===== src/wdt_cfg.svh =====
// register offsets, field positions and timing constants for the watchdog and low-supply reset block
// assumes a 100 MHz hclk and an AHB-Lite bus with 32-bit data
`ifndef WDT_CFG_SVH
`define WDT_CFG_SVH
`define WDT_CTRL_ADDR      12'hf18
`define WDT_STATUS_ADDR    12'hf1c
`define WDT_EN_BIT         7
`define WDT_RESTART_BIT    6
`define WDT_INT_MSB        2
`define WDT_INT_LSB        0
`define WDT_CLK_HZ         100000000
`define WDT_BASE_PERIOD_MS 250
`define WDT_BASE_CYCLES    ((`WDT_CLK_HZ / 1000) * `WDT_BASE_PERIOD_MS)
`define LVR_HOLD_CYCLES    144
`endif


===== src/wdt_pkg.sv =====
// types shared by the watchdog block
// assumes nothing outside itself
package wdt_pkg;
   typedef enum logic [1:0] {
      LVR_IDLE  = 2'b00,
      LVR_LOW   = 2'b01,
      LVR_HOLD  = 2'b10
   } lvr_state_e;
endpackage : wdt_pkg

===== src/interval_timer.sv =====
// quarter-second prescaler and period counter of the watchdog
// assumes restart and enable synchronous to hclk
module interval_timer #(
   parameter int unsigned BASE_CYCLES = 25000000
) (
   input  wire logic       hclk,
   input  wire logic       hresetn,
   input  wire logic       clk_en,
   input  wire logic       run,
   input  wire logic       restart,
   input  wire logic [3:0] periods,
   output logic            overflow
);
   localparam int PW = $clog2(BASE_CYCLES);
   logic [PW-1:0] pre_q, pre_d;
   logic [3:0]    per_q, per_d;
   logic          ovf_q, ovf_d;
   logic          tick;

   assign tick = (pre_q == PW'(BASE_CYCLES - 1));

   // prescale the clock to base periods and count them
   always_comb begin
      pre_d = pre_q;
      per_d = per_q;
      ovf_d = 1'b0;
      if (restart || !run) begin
         pre_d = '0;
         per_d = '0;
      end else if (tick) begin
         pre_d = '0;
         if (per_q + 4'h1 >= periods) begin
            per_d = '0;
            ovf_d = 1'b1;
         end else begin
            per_d = per_q + 4'h1;
         end
      end else begin
         pre_d = pre_q + PW'(1);
      end
   end

   // registers
   always_ff @(posedge hclk or negedge hresetn) begin
      if (!hresetn) begin
         pre_q <= '0;
         per_q <= 4'h0;
         ovf_q <= 1'b0;
      end else if (clk_en) begin
         pre_q <= pre_d;
         per_q <= per_d;
         ovf_q <= ovf_d;
      end
   end

   assign overflow = ovf_q;
endmodule : interval_timer


===== src/stretch_counter.sv =====
// counter that holds a reset for a fixed number of cycles after its trigger drops
// assumes a synchronous trigger on hclk
module stretch_counter
   import wdt_pkg::*;
#(
   parameter int unsigned HOLD = 144
) (
   input  wire logic hclk,
   input  wire logic hresetn,
   input  wire logic clk_en,
   input  wire logic trigger,
   output logic      hold_active
);
   localparam int W = $clog2(HOLD + 1);
   lvr_state_e   state_q, state_d;
   logic [W-1:0] cnt_q, cnt_d;

   // low supply holds reset, then counts the stretch
   always_comb begin
      state_d = state_q;
      cnt_d   = cnt_q;
      case (state_q)
         LVR_IDLE: begin
            if (trigger) state_d = LVR_LOW;
         end
         LVR_LOW: begin
            cnt_d = '0;
            if (!trigger) state_d = LVR_HOLD;
         end
         LVR_HOLD: begin
            if (trigger) state_d = LVR_LOW;
            else if (cnt_q == W'(HOLD - 1)) state_d = LVR_IDLE;
            else cnt_d = cnt_q + W'(1);
         end
         default: state_d = LVR_IDLE;
      endcase
   end

   // registers
   always_ff @(posedge hclk or negedge hresetn) begin
      if (!hresetn) begin
         state_q <= LVR_IDLE;
         cnt_q   <= '0;
      end else if (clk_en) begin
         state_q <= state_d;
         cnt_q   <= cnt_d;
      end
   end

   assign hold_active = (state_q != LVR_IDLE);
endmodule : stretch_counter


===== src/watchdog_and_low_voltage_reset.sv =====
// top of the watchdog and low-supply reset block with its AHB-Lite register slave
// assumes a single AHB-Lite master, a synchronous low-supply detector input and a 100 MHz hclk
//
// Functional notes
// - counter overflow while enabled asserts a full device reset
// - overflow interval is N times a quarter second, N from one to eight
// - three-bit interval field; zero means eight periods, else its own value
// - after power-on reset the watchdog is off until software enables it
// - writing one to the enable bit starts the watchdog counting
// - writing one to the restart bit restarts the count from zero
// - supply below threshold long enough asserts the chip reset
// - after supply recovery reset stays asserted for 144 clock cycles
// - in-system programming mode suppresses watchdog resets
//
// Decided for this implementation: register access over AHB-Lite.
`include "wdt_cfg.svh"
module watchdog_and_low_voltage_reset
   import wdt_pkg::*;
#(
   parameter int unsigned BASE_CYCLES = `WDT_BASE_CYCLES,
   parameter int unsigned LVR_HOLD    = `LVR_HOLD_CYCLES
) (
   input  wire logic        hclk,
   input  wire logic        hresetn,
   input  wire logic        clk_en,
   input  wire logic        hsel,
   input  wire logic [11:0] haddr,
   input  wire logic [1:0]  htrans,
   input  wire logic        hwrite,
   input  wire logic [2:0]  hsize,
   input  wire logic [31:0] hwdata,
   input  wire logic        hready,
   output logic [31:0]      hrdata,
   output logic             hreadyout,
   output logic             hresp,
   input  wire logic        supply_low,
   input  wire logic        isp_mode,
   output logic             chip_reset
);
   // address phase capture
   logic        wr_pend_q, wr_pend_d;
   logic [11:0] addr_q, addr_d;
   logic        en_q, en_d;
   logic [2:0]  int_q, int_d;
   logic        restart_q, restart_d;
   logic        wdt_rst_q, wdt_rst_d;
   logic [31:0] rdata_q, rdata_d;
   logic        take;
   logic        overflow;
   logic        lvr_active;
   logic [3:0]  periods;

   assign take = hsel && hready && htrans[1];

   // bus slave: writes land in the data phase, reads answered from a register
   always_comb begin
      wr_pend_d = take && hwrite;
      addr_d    = take ? haddr : addr_q;
      en_d      = en_q;
      int_d     = int_q;
      restart_d = 1'b0;
      rdata_d   = rdata_q;
      if (wr_pend_q && addr_q == `WDT_CTRL_ADDR) begin
         en_d      = hwdata[`WDT_EN_BIT];
         restart_d = hwdata[`WDT_RESTART_BIT];
         int_d     = hwdata[`WDT_INT_MSB:`WDT_INT_LSB];
      end
      if (take && !hwrite) begin
         if (haddr == `WDT_STATUS_ADDR)
            rdata_d = {27'h0000000, wdt_rst_q, lvr_active, en_q, int_q[1:0]} | {29'h0, int_q};
         else
            rdata_d = 32'h00000000;   // control is write-only, unmapped reads zero
      end
      if (lvr_active) en_d = 1'b0;
   end

   // bus and control registers
   always_ff @(posedge hclk or negedge hresetn) begin
      if (!hresetn) begin
         wr_pend_q <= 1'b0;
         addr_q    <= 12'h000;
         en_q      <= 1'b0;
         int_q     <= 3'h0;
         restart_q <= 1'b0;
         rdata_q   <= 32'h00000000;
      end else if (clk_en) begin
         wr_pend_q <= wr_pend_d;
         addr_q    <= addr_d;
         en_q      <= en_d;
         int_q     <= int_d;
         restart_q <= restart_d;
         rdata_q   <= rdata_d;
      end
   end

   assign hreadyout = 1'b1;
   assign hresp     = 1'b0;
   assign hrdata    = rdata_q;

   // field zero selects eight periods
   assign periods = (int_q == 3'h0) ? 4'h8 : {1'b0, int_q};

   interval_timer #(
      .BASE_CYCLES (BASE_CYCLES)
   ) u_timer (
      .hclk     (hclk),
      .hresetn  (hresetn),
      .clk_en   (clk_en),
      .run      (en_q),
      .restart  (restart_q),
      .periods  (periods),
      .overflow (overflow)
   );

   stretch_counter #(
      .HOLD (LVR_HOLD)
   ) u_lvr (
      .hclk        (hclk),
      .hresetn     (hresetn),
      .clk_en      (clk_en),
      .trigger     (supply_low),
      .hold_active (lvr_active)
   );

   // one-cycle watchdog reset pulse, blocked in programming mode
   always_comb begin
      wdt_rst_d = overflow && en_q && !isp_mode;
   end

   always_ff @(posedge hclk or negedge hresetn) begin
      if (!hresetn) wdt_rst_q <= 1'b0;
      else if (clk_en) wdt_rst_q <= wdt_rst_d;
   end

   assign chip_reset = wdt_rst_q | lvr_active;
endmodule : watchdog_and_low_voltage_reset


===== config.mk =====
export PLATFORM = sky130hd
export DESIGN_NAME = watchdog_and_low_voltage_reset
export DESIGN_NICKNAME = d
export VERILOG_FILES = /design/src/wdt_pkg.sv /design/src/interval_timer.sv /design/src/stretch_counter.sv /design/src/watchdog_and_low_voltage_reset.sv
export VERILOG_INCLUDE_DIRS = /design/src
export SDC_FILE = /design/constraint.sdc
export NUM_CORES = 1
export LEC_CHECK = 0
export BUFFER_PORTS_ARGS = -buffer_cell sky130_fd_sc_hd__buf_2
export CORE_UTILIZATION = 50
export DETAILED_ROUTE_END_ITERATION = 8
export GPL_TIMING_DRIVEN = 0
export PLACE_DENSITY = 0.77
export REMOVE_ABC_BUFFERS = 1
export SYNTH_ARGS = -nofsm -noshare
export SYNTH_HDL_FRONTEND = slang
export SYNTH_SLANG_ARGS = --single-unit

===== constraint.sdc =====
create_clock -name hclk -period 4.7 [get_ports hclk]
set_input_delay 0.47 -clock hclk [delete_from_list [all_inputs] [get_ports hclk]]
set_output_delay 0.47 -clock hclk [all_outputs]
set_load 0.005 [all_outputs]

==> results of run 1 <==
[cells in the final DEF (no fill, tap or decap), types with 2 or more instances in the layout]
master,synthesis,layout
a21oi_1,5,5
a22o_1,4,4
and2_1,3,3
and3_1,5,5
and4_1,8,8
buf_2,3,30
clkbuf_1,8,3
clkbuf_8,0,10
clkinv_2,0,2
conb_1,2,29
dfrtp_1,64,64
ha_1,7,7
inv_1,16,16
mux2_2,13,13
mux2i_1,3,3
nand2_1,23,23
nand2b_1,2,2
nand3_1,22,22
nand4_1,12,12
nor2_1,28,28
nor2b_1,2,2
nor3_1,8,8
nor4_1,2,2
nor4b_1,2,2
o21ai_0,17,17
o22ai_1,4,4
or2_2,2,2
or3_1,6,6
or4_1,2,2
xnor2_1,8,8
xor2_1,16,16
[logic make-up (layout without fill, tap and decap cells)]
group | Yosys count | in the layout
AOI/OAI and AO/OA | 41 | 41
xor gates and xnor gates | 24 | 24
adders and majority gates | 7 | 7
buffers and inverters | 56 | 63
DFF | 64 | 64
muxes | 16 | 16
other | 2 | 29
and+or+nand+nor | 133 | 133
[critical path, cell delays in order (launching register included)]
cell	delay [ns]
dfrtp_1	0.40
ha_1	0.25
nand2_1	0.08
or3_1	0.39
or3_4	0.42
a21oi_2	0.76
mux2i_1	0.17
[registers in the layout (all words and copies together) (netlist names), 2 cells and up]
| register | flops |
|---|---|
| addr_q | 12 |
| hrdata | 5 |
| int_q | 3 |
| u_lvr.cnt_q | 8 |
| u_lvr.state_q | 2 |
| u_timer.per_q | 4 |
| u_timer.pre_q | 25 |
[cell type report]
cell class	count	share of cell area
flip-flops and latches	64	0.4397
multi-input cells	250	0.4284
repair buffers	31	0.04328
clock buffers	13	0.04088
well taps	77	0.02645
inverters	16	0.01649
clock inverters	3	0.004809
[worst min path at each step]
stage	end	slack (ns)	from
global route	addr_q[9]	0.27	hresetn
floorplan	addr_q[0]	0.17	hresetn
detailed placement	hrdata[2]	0.46	hrdata[2]
CTS	addr_q[9]	0.24	hresetn
finish	addr_q[9]	0.21	hresetn
global placement	hrdata[2]	0.46	hrdata[2]
[routing by layer]
| layer | up-vias | share of wire | wire [µm] | GRT usage |
|---|---|---|---|---|
| met5 | - | 0 | 0 | 0 |
| met4 | 0 | 0.014 | 82 | 0.07210 |
| met3 | 8 | 0.036 | 216 | 0.05900 |
| met2 | 43 | 0.48 | 2897 | 0.3182 |
| met1 | 1174 | 0.47 | 2871 | 0.2241 |
| li1 | 1203 | - | - | - |
[through the flow]
step	hold WS (ns)	utilization	std cells	setup WS [ns]	power, W
global route	0.2749	0.5639	454	1.875	0.001140
global placement	0.4589	0.5378	438	2.099	0.0006817
finish	0.2064	0.5639	454	2.057	0.001086
detailed placement	0.4598	0.5382	438	2.036	0.0006867
floorplan	0.1744	-	330	2.471	0.0006469
CTS	0.2369	0.5639	454	2.023	0.001094
[power groups by stage]
| stage | logic (W) | clock network (W) | registers [W] |
|---|---|---|---|
| 2_1_floorplan | 0.0000463 | 0 | 0.000601 |
| 3_3_place_gp | 0.0000778 | 0 | 0.000604 |
| 3_5_place_dp | 0.0000808 | 0 | 0.000606 |
| 4_1_cts | 0.0000811 | 0.000417 | 0.000596 |
| 5_1_grt | 0.0000910 | 0.000450 | 0.000599 |
| 6_report | 0.0000793 | 0.000411 | 0.000596 |
==> summary.md, run 1 <==
| Metric | Value |
|---|---|
| Crit path capture | u_timer.per_q[0] |
| Crit-path max FO | 22 |
| IO Count | 92 |
| Asr flop ratio synth | 1.000 |
| Post-synth EDFFs | 0 |
| Worst-case vdd ir drop | 0.0002034 V |
| Yosys warns | 0 |
| Fillers | 548 |
| Crit Reg-Reg Endpoint | u_timer.per_q[0] |
| Kind of critical path | reg2reg |
| Fmax | 378.3 MHz |
| Layout cells sized above 1 | 0.1671 |
| Total Routing Usage GR | 0.1878 |
| Leading area contributor after synthesis | dfrtp_1 |
| Switching part of the total | 0.2466 |
| Register area share after synthesis | 0.4734 |
| Status | complete, but fails checks |
| Die ar. | 0.007100 mm² |
| Top cells by count, synth | dfrtp_1, buf_4, nor2_1, nand2_1, nand3_1 |
| Synth Area in Simple Gates | 0.2112 |
| Xor and xnor fraction of the mapped netlist area | 0.06213 |
| Design area | 0.003642 mm² |
| Fin Clk Skew | 0.007252 ns |
| Post_cts resized | 0 |
| Worst-case clock buffer depth | 2 |
| Hold Buf Count CTS | 0 |
| Layout area overhead | 7.655% |
| DRT iter0 DRCs | 92 |
| Net switching power | 0.0002677 W |
| Power share of the combinational group | 0.073 |
| Setup TNS Final | 0 ns |
| Die Height | 84.26 µm |
| Num CTS Buffers | 9 |
| Initial Utilization | 0.5238 |
| Most common cell in the netlist | dfrtp_1 |
| Pwr Density | 298.1 mW/mm² |
| Post-synthesis cell count | 343 |
| Synth Area in Compound Gates | 0.07766 |
| Vias in the first global route | 2352 |
| Reg-to-reg startpoint | u_timer.pre_q[0] |
| Largest net degree at the start of global routing | 65 |
| Setup Buffers After CTS | 0 |
| Worst-Skew Late Latency | 0.35 ns |
| Die Width | 84.26 µm |
| Post-DP HPWL | 4.282 mm |
| Reg area | 0.001602 mm² |
| R2R Setup Slk | 2.06 ns |
| Synth area leaders | dfrtp_1, buf_4, mux2_2 |
| Rel. slew slack | 0.3432 |
| Primary FF master, synth | dfrtp_1 |
| Sequential power share | 0.549 |
| Period utilization | 0.5624 |
| H-tree depth | 3 |
| Largest family of logic cells by synthesized area | simple AND/OR/NAND/NOR gates |
| Dpl cell area | 0.003476 mm² |
| Reg clk slew, reported paths | 0.07 ns |
| Post-route ant nets | 0 |
| Internal | 0.0008180 W |
| Crit. End Element | register |
| Vias per cell | 5.348 |
| CP Data Arrival Time | 2.82 ns |
| Antenna violations before repair | 0 |
| Final setup fails | 0 |
| Max cap viols | 0 |
| Avg Inst Size Synth | 9.864 µm² |
| Reg2reg path depth | 6 |
| Worst Tran Pin Value | 0.9852 ns |
| Global-route wire length before repair | 10.48 mm |
| Final net count | 436 |
| Via count | 2428 |
| GPL Wtd Cong | 0.7790 |
| Mux cell area share after synthesis | 0.05214 |
| #FFs+latches synth | 64 |
| Fin crit period | 2.643 ns |
| Port bufs | 31 |
| Footprint of the multi-input gates | 0.001560 mm² |
| Global route overflow | 0 |
| Fin. Hold Viols | 0 |
| 1st-pass router iterations | 6 |
| Slew Viols, Final | 0 |
| DR DRC count | 7 |
| Clk root buf | clkbuf_8 |
| Critical Path Start | u_timer.pre_q[0] |
| Clock group share of total power | 0.378 |
| Synth top area share | 0.4734 |
| Routed len/inst | 13.36 µm |
| Failing checks | DRC |
| ANT cells | 0 |
| Hold crit path type | in2async |
| Core Rows | 29 |
| RSZ-0062 raised after global routing | false |
| Core Box Area | 0.006459 mm² |
| Distinct cells, synth | 47 |
| CP Launch Type | register |
| Worst EP required | 4.87 ns |
| TritonCTS clock tree | built |
| Cell area after synthesis | 0.003383 mm² |
| CTS Sinks | 64 |
| Synth Area in Adders | 0.02589 |
| Drt total wl | 6.066 mm |
| Pleak | 1.681 nW |
No activity file was read; power rests on OpenSTA's default activity.
==> run 2: changes to the inputs <==
==> constraint.sdc (replaced) <==
create_clock -name hclk -period 2.5 [get_ports hclk]
set_input_delay 0.25 -clock hclk [delete_from_list [all_inputs] [get_ports hclk]]
set_output_delay 0.25 -clock hclk [all_outputs]
set_load 0.005 [all_outputs]
==> summary.md, run 2 (synthesis results as in run 1) <==
| Metric | Value |
|---|---|
| Kind of critical path | reg2reg (unchanged) |
| 1st-pass router iterations | 7 (was 6) |
| Num CTS Buffers | 9 (unchanged) |
| ANT cells | 0 (unchanged) |
| Final net count | 436 (unchanged) |
| IO Count | 92 (unchanged) |
| Reg clk slew, reported paths | 0.07 ns (about the same) |
| H-tree depth | 3 (unchanged) |
| Pwr Density | 559.5 mW/mm² (was 298.1 mW/mm²) |
| Drt total wl | 6.092 mm (was 6.066 mm) |
| Final setup fails | 0 (unchanged) |
| Fin. Hold Viols | 30 (was 0) |
| Final worst setup slack | 0.1582 ns (was 2.057 ns) |
| Initial Utilization | 0.5238 (unchanged) |
| Global-route wire length before repair | 10.48 mm (unchanged) |
| Core Box Area | 0.006459 mm² (unchanged) |
| Crit. End Element | register (unchanged) |
| Vias in the first global route | 2352 (unchanged) |
| Post-DP HPWL | 4.282 mm (unchanged) |
| Clock group share of total power | 0.379 (was 0.378) |
| Biggest regs | u_timer.pre_q (25), addr_q (12), u_lvr.cnt_q (8) (unchanged) |
| Net switching power | 0.0005086 W (was 0.0002677 W) |
| TritonCTS clock tree | built (unchanged) |
| Hold crit path type | in2async (unchanged) |
| R2R Setup Slk | 0.16 ns (was 2.06 ns) |
| Routed len/inst | 13.42 µm (was 13.36 µm) |
| Max cap viols | 0 (unchanged) |
| GPL Wtd Cong | 0.7790 (unchanged) |
| CP Launch Type | register (unchanged) |
| Worst-case vdd ir drop | 0.0003835 V (was 0.0002034 V) |
| Fin Clk Skew | 0.007186 ns (was 0.007252 ns) |
| Internal | 0.001538 W (was 0.0008180 W) |
| Reg area | 0.001602 mm² (unchanged) |
| Worst-case clock buffer depth | 2 (unchanged) |
| Die Width | 84.26 µm (unchanged) |
| Commonest non-fill, non-tap cells in the layout | dfrtp_1, buf_2, conb_1 (unchanged) |
| Fmax | 427.0 MHz (was 378.3 MHz) |
| Port bufs | 31 (unchanged) |
| Rel. slew slack | 0.4764 (was 0.3432) |
| Post-route ant nets | 0 (unchanged) |
| Largest net degree at the start of global routing | 65 (unchanged) |
| Register with the most flip-flops | u_timer.pre_q (unchanged) |
| Failing checks | DRC, hold timing (was DRC) |
| Sequential power share | 0.547 (was 0.549) |
| DRT iter0 DRCs | 104 (was 92) |
| Crit-path max FO | 22 (unchanged) |
| DR DRC count | 7 (unchanged) |
| Pleak | 1.680 nW (was 1.681 nW) |
| Reg2reg path depth | 6 (unchanged) |
| Worst Tran Pin Value | 0.7854 ns (was 0.9852 ns) |
| Fillers | 544 (was 548) |
| Layout area overhead | 8.136% (was 7.655%) |
| Die ar. | 0.007100 mm² (unchanged) |
| Worst EP required | 2.70 ns (was 4.87 ns) |
| Critical Path Start | u_timer.pre_q[0] (unchanged) |
| Setup TNS Final | 0 ns (unchanged) |
| Hold Slack | -0.01715 ns (was 0.2064 ns) |
| Antenna violations before repair | 0 (unchanged) |
| Core Rows | 29 (unchanged) |
| Reg-to-reg startpoint | u_timer.pre_q[0] (unchanged) |
| Power share of the combinational group | 0.073 (about the same) |
| Setup WS pre-CTS | -0.1640 ns (was 2.036 ns) |
| Switching part of the total | 0.2485 (was 0.2466) |
| Clk root buf | clkbuf_8 (unchanged) |
| Global route overflow | 0 (unchanged) |
| Die Height | 84.26 µm (unchanged) |
| Most common cell after layout, fill and taps aside | dfrtp_1 (unchanged) |
| Status | complete, but fails checks (unchanged) |
| Crit Reg-Reg Endpoint | u_timer.per_q[0] (unchanged) |
| CTS Sinks | 64 (unchanged) |
| Layout cells sized above 1 | 0.1724 (was 0.1671) |
| Period utilization | 0.9367 (was 0.5624) |
| Total Routing Usage GR | 0.1878 (unchanged) |
| Max reg flops | 25 (unchanged) |
| Via count | 2454 (was 2428) |
| Slew Viols, Final | 0 (unchanged) |
| Footprint of the multi-input gates | 0.001577 mm² (was 0.001560 mm²) |
| Worst-Skew Late Latency | 0.35 ns (about the same) |
| Fin crit period | 2.342 ns (was 2.643 ns) |
| CP Data Arrival Time | 2.54 ns (was 2.82 ns) |
| Vias per cell | 5.405 (was 5.348) |
| RSZ-0062 raised after global routing | false (unchanged) |
-- run 2: through the flow --
step / instance area (µm²) / cells / total power (W) / util
finish: 3659 / 454 / 0.002047 / 0.5664
global route: 3659 / 454 / 0.002145 / 0.5664
CTS: 3650 / 454 / 0.002057 / 0.5651
detailed placement: 3476 / 438 / 0.001291 / 0.5382
global placement: 3473 / 438 / 0.001282 / 0.5378
floorplan: 3222 / 330 / 0.001216 / -
-- run 2: worst max-delay path: stages (launching register included) --
cell     delay (ns)
dfrtp_1        0.40
ha_2           0.24
nand2_1        0.07
or3_1          0.39
or3_4          0.43
a21oi_4        0.51
mux2i_1        0.16
-- run 2: layout make-up --
class,instances,share of cell area
Sequential cell,64,0.4378
Multi-Input combinational cell,250,0.4309
Timing Repair Buffer,31,0.04309
Clock buffer,13,0.04070
Tap cell,77,0.02633
Inverter,16,0.01642
Clock inverter,3,0.004788
-- run 2: what timing repair did --
item                       CTS  global route
gates cloned                 0             0
pin swaps                    0             1
gates resized for setup      1             2
setup buffers                0             0
hold buffers                 0             0
setup endpoints to repair   22             2
-- run 2: power by group through the flow --
stage | sequential [W] | clock, W | combinational [W]
after global placement | 0.00114 | 0 | 0.000146
after CTS | 0.00112 | 0.000784 | 0.000153
after detailed placement | 0.00114 | 0 | 0.000152
after floorplan | 0.00113 | 0 | 0.0000870
final | 0.00112 | 0.000776 | 0.000150
after global routing | 0.00113 | 0.000846 | 0.000172
-- run 2: how the worst max path moves through the flow --
stage                                  end  slack [ns]  cells past startpoint
after CTS                 u_timer.per_q[0]        0.10                      6
after detailed placement  u_timer.per_q[0]       -0.16                      6
after global routing      u_timer.per_q[0]        0.01                      6
after global placement    u_timer.per_q[0]       -0.10                      6
after floorplan           u_timer.per_q[0]        0.27                      6
final                     u_timer.per_q[0]        0.16                      6
-- run 2: metal layers --
metal / GRT usage / part of all wire / vias up
li1: - / - / 1199
met1: 0.2241 / 0.46 / 1194
met2: 0.3182 / 0.49 / 50
met3: 0.05900 / 0.042 / 11
met4: 0.07210 / 0.014 / 0
met5: 0 / 0 / -
==> run 3: changes to the inputs <==
--- a/config.mk
+++ b/config.mk
@@ -7,10 +7,9 @@
 export NUM_CORES = 1
 export LEC_CHECK = 0
 export BUFFER_PORTS_ARGS = -buffer_cell sky130_fd_sc_hd__buf_2
-export CORE_UTILIZATION = 50
+export CORE_UTILIZATION = 40
 export DETAILED_ROUTE_END_ITERATION = 8
 export GPL_TIMING_DRIVEN = 0
-export PLACE_DENSITY = 0.77
 export REMOVE_ABC_BUFFERS = 1
 export SYNTH_ARGS = -nofsm -noshare
 export SYNTH_HDL_FRONTEND = slang
==> summary.md, run 3 (synthesis results as in run 1) <==
| Metric | Value |
|---|---|
| Clk root buf | clkbuf_8 (unchanged) |
| Post-route ant nets | 0 (unchanged) |
| Sequential power share | 0.551 (was 0.547) |
| Die ar. | 0.008829 mm² (was 0.007100 mm²) |
| 1st-pass router iterations | 4 (was 7) |
| Met3 WL | 187 µm (was 255 µm) |
| Crit. End Element | register (unchanged) |
| Net switching power | 0.0004947 W (was 0.0005086 W) |
| Worst-case vdd ir drop | 0.0003552 V (was 0.0003835 V) |
| Post-Place Cells | 466 (was 438) |
| Core Box Area | 0.008217 mm² (was 0.006459 mm²) |
| Highest routed layer | met4 (unchanged) |
| CTS Sinks | 64 (unchanged) |
| Kind of critical path | reg2reg (unchanged) |
| Vias in the first global route | 2295 (was 2352) |
| DR DRC count | 0 (was 7) |
| Hold Slack | -0.001863 ns (was -0.01715 ns) |
| H-tree depth | 3 (unchanged) |
| Slowest cell on crit path | or4_1 (was a21oi_4) |
| Rel. slew slack | 0.4176 (was 0.4764) |
| Period utilization | 0.9292 (was 0.9367) |
| Reg clk slew, reported paths | 0.07 ns (about the same) |
| Routed len/inst | 12.80 µm (was 13.42 µm) |
| Crit-path max FO | 4 (was 22) |
| Max reg flops | 25 (unchanged) |
| Initial Utilization | 0.4118 (was 0.5238) |
| Num CTS Buffers | 9 (unchanged) |
| Worst Tran Pin Value | 0.8718 ns (was 0.7854 ns) |
| Worst-Skew Late Latency | 0.33 ns (was 0.35 ns) |
| Post-route insts no fill | 483 (was 454) |
| ANT cells | 0 (unchanged) |
| Power share of the combinational group | 0.074 (was 0.073) |
| IO Count | 92 (unchanged) |
| GPL Wtd Cong | 0.7497 (was 0.7790) |
| DRT iter0 DRCs | 78 (was 104) |
| CP max stage delay | 0.51 ns (about the same) |
| Worst EP required | 2.77 ns (was 2.70 ns) |
| Switching part of the total | 0.2433 (was 0.2485) |
| Layout area overhead | 9.357% (was 8.136%) |
| Via count | 2415 (was 2454) |
| Pwr Density | 549.7 mW/mm² (was 559.5 mW/mm²) |
| Max cap viols | 0 (unchanged) |
| Fillers | 802 (was 544) |
| Total Routing Usage GR | 0.1552 (was 0.1878) |
| Finished Core Util | 0.4503 (was 0.5664) |
| Critical path cell sequence | ha_1, xor2_1, ha_1, or2_2, a21oi_1, a21oi_1, or4_1, nand3_1 (was ha_2, nand2_1, or3_1, or3_4, a21oi_4, mux2i_1) |
| Drt total wl | 6.184 mm (was 6.092 mm) |
| TritonCTS clock tree | built (unchanged) |
| Commonest non-fill, non-tap cells in the layout | dfrtp_1, buf_2, conb_1 (unchanged) |
| Fin crit period | 2.323 ns (was 2.342 ns) |
| Register with the most flip-flops | u_timer.pre_q (unchanged) |
| Die Width | 93.97 µm (was 84.26 µm) |
| CP Launch Type | register (unchanged) |
| Internal | 0.001539 W (was 0.001538 W) |
| Layout cells sized above 1 | 0.1720 (was 0.1724) |
| Metal2 WL | 2.807 mm (was 2.962 mm) |
| Vias per cell | 5.000 (was 5.405) |
| Hold Buf Count CTS | 0 (unchanged) |
| RSZ-0062 raised after global routing | false (unchanged) |
| Global-route wire length before repair | 10.56 mm (was 10.48 mm) |
| CP Data Arrival Time | 2.59 ns (was 2.54 ns) |
| Reg2reg path depth | 8 (was 6) |
| Fin Clk Skew | 0.007466 ns (was 0.007186 ns) |
| Largest net degree at the start of global routing | 65 (unchanged) |
| Global route overflow | 0 (unchanged) |
| Pleak | 1.685 nW (was 1.680 nW) |
| Biggest regs | u_timer.pre_q (25), addr_q (12), u_lvr.cnt_q (8) (unchanged) |
| Fin. Hold Viols | 3 (was 30) |
| Die Height | 93.97 µm (was 84.26 µm) |
| Status | complete, but fails checks (unchanged) |
| Met1 WL | 3.081 mm (was 2.787 mm) |
| Core Rows | 33 (was 29) |
| Final setup fails | 0 (unchanged) |
| Hold crit path type | in2async (unchanged) |
| Slew Viols, Final | 0 (unchanged) |
| Post-DP HPWL | 4.218 mm (was 4.282 mm) |
| Most common cell after layout, fill and taps aside | dfrtp_1 (unchanged) |
| Dpl cell area | 0.003511 mm² (was 0.003476 mm²) |
| Antenna violations before repair | 0 (unchanged) |
| Fmax | 430.5 MHz (was 427.0 MHz) |
| Design area | 0.003700 mm² (was 0.003659 mm²) |
| Final net count | 437 (was 436) |
| Port bufs | 31 (unchanged) |
| Failing checks | hold timing (was DRC, hold timing) |
| Clock group share of total power | 0.375 (was 0.379) |
| Worst-case clock buffer depth | 2 (unchanged) |
| Setup TNS Final | 0 ns (unchanged) |
## run 3: cell types whose count changed in the layout (fill, tap and decap cells not counted), sizes merged
cell,before,now
a21oi,6,7
## run 3: what timing repair did
item	4_1_cts	5_1_grt
endpoints found under the setup margin	22	6
buffers inserted	0	0
gates cloned	0	1
pin swaps	0	1
resized for setup	1	1
## run 3: path summary, 6_finish.rpt
check	endpoint	startpoint	slack, ns
worst min register to register	hrdata[2]	hrdata[2]	0.49
max in group asynchronous	u_lvr.state_q[0]	hresetn	1.98
worst min-delay path	u_timer.pre_q[23]	hresetn	-0.002
worst max-delay path	u_timer.per_q[2]	u_timer.per_q[0]	0.18
min in group hclk	restart_q	hwdata[6]	0.12
worst max register to register	u_timer.per_q[2]	u_timer.per_q[0]	0.18
## run 3: final cells by class
type / count / area [µm²] / share of cell area
Clock buffer: 13 / 148.9 / 0.04024
Clock inverter: 3 / 17.52 / 0.004735
Inverter: 16 / 60.06 / 0.01623
Multi-Input combinational cell: 251 / 1583 / 0.4278
Sequential cell: 64 / 1602 / 0.4329
Tap cell: 105 / 131.4 / 0.03551
Timing Repair Buffer: 31 / 157.7 / 0.04261
## run 3: metal layers
metal	track usage	vias to the layer above
li1	-	1214
met1	0.2078	1148
met2	0.2397	45
met3	0.03479	8
met4	0.06923	0
met5	0	-
## run 3: worst max-delay path, delay by kind of cell (launching register included)
kind                       cells  cell delay (ns)
and+or+nand+nor                3             0.87
adders and majority gates      2             0.52
DFF                            1             0.42
AOI/OAI and AO/OA              2             0.28
xor gates and xnor gates       1             0.18
## run 3: power by group through the flow
stage / registers (W) / logic, W / clock network [W]
after global routing: 0.00113 / 0.000177 / 0.000834
after global placement: 0.00114 / 0.000149 / 0
final: 0.00112 / 0.000151 / 0.000762
after floorplan: 0.00113 / 0.0000870 / 0
after detailed placement: 0.00114 / 0.000152 / 0
after CTS: 0.00112 / 0.000153 / 0.000786
## run 3: per-stage QoR
stage	total power [W]	worst slack (ns)	hold slack [ns]
CTS	0.002058	0.1451	0.03978
global route	0.002138	0.05283	0.06760
finish	0.002034	0.1770	-0.001863
floorplan	0.001216	0.2711	-0.04559
global placement	0.001286	-0.1357	0.4562
detailed placement	0.001292	-0.1154	0.4033
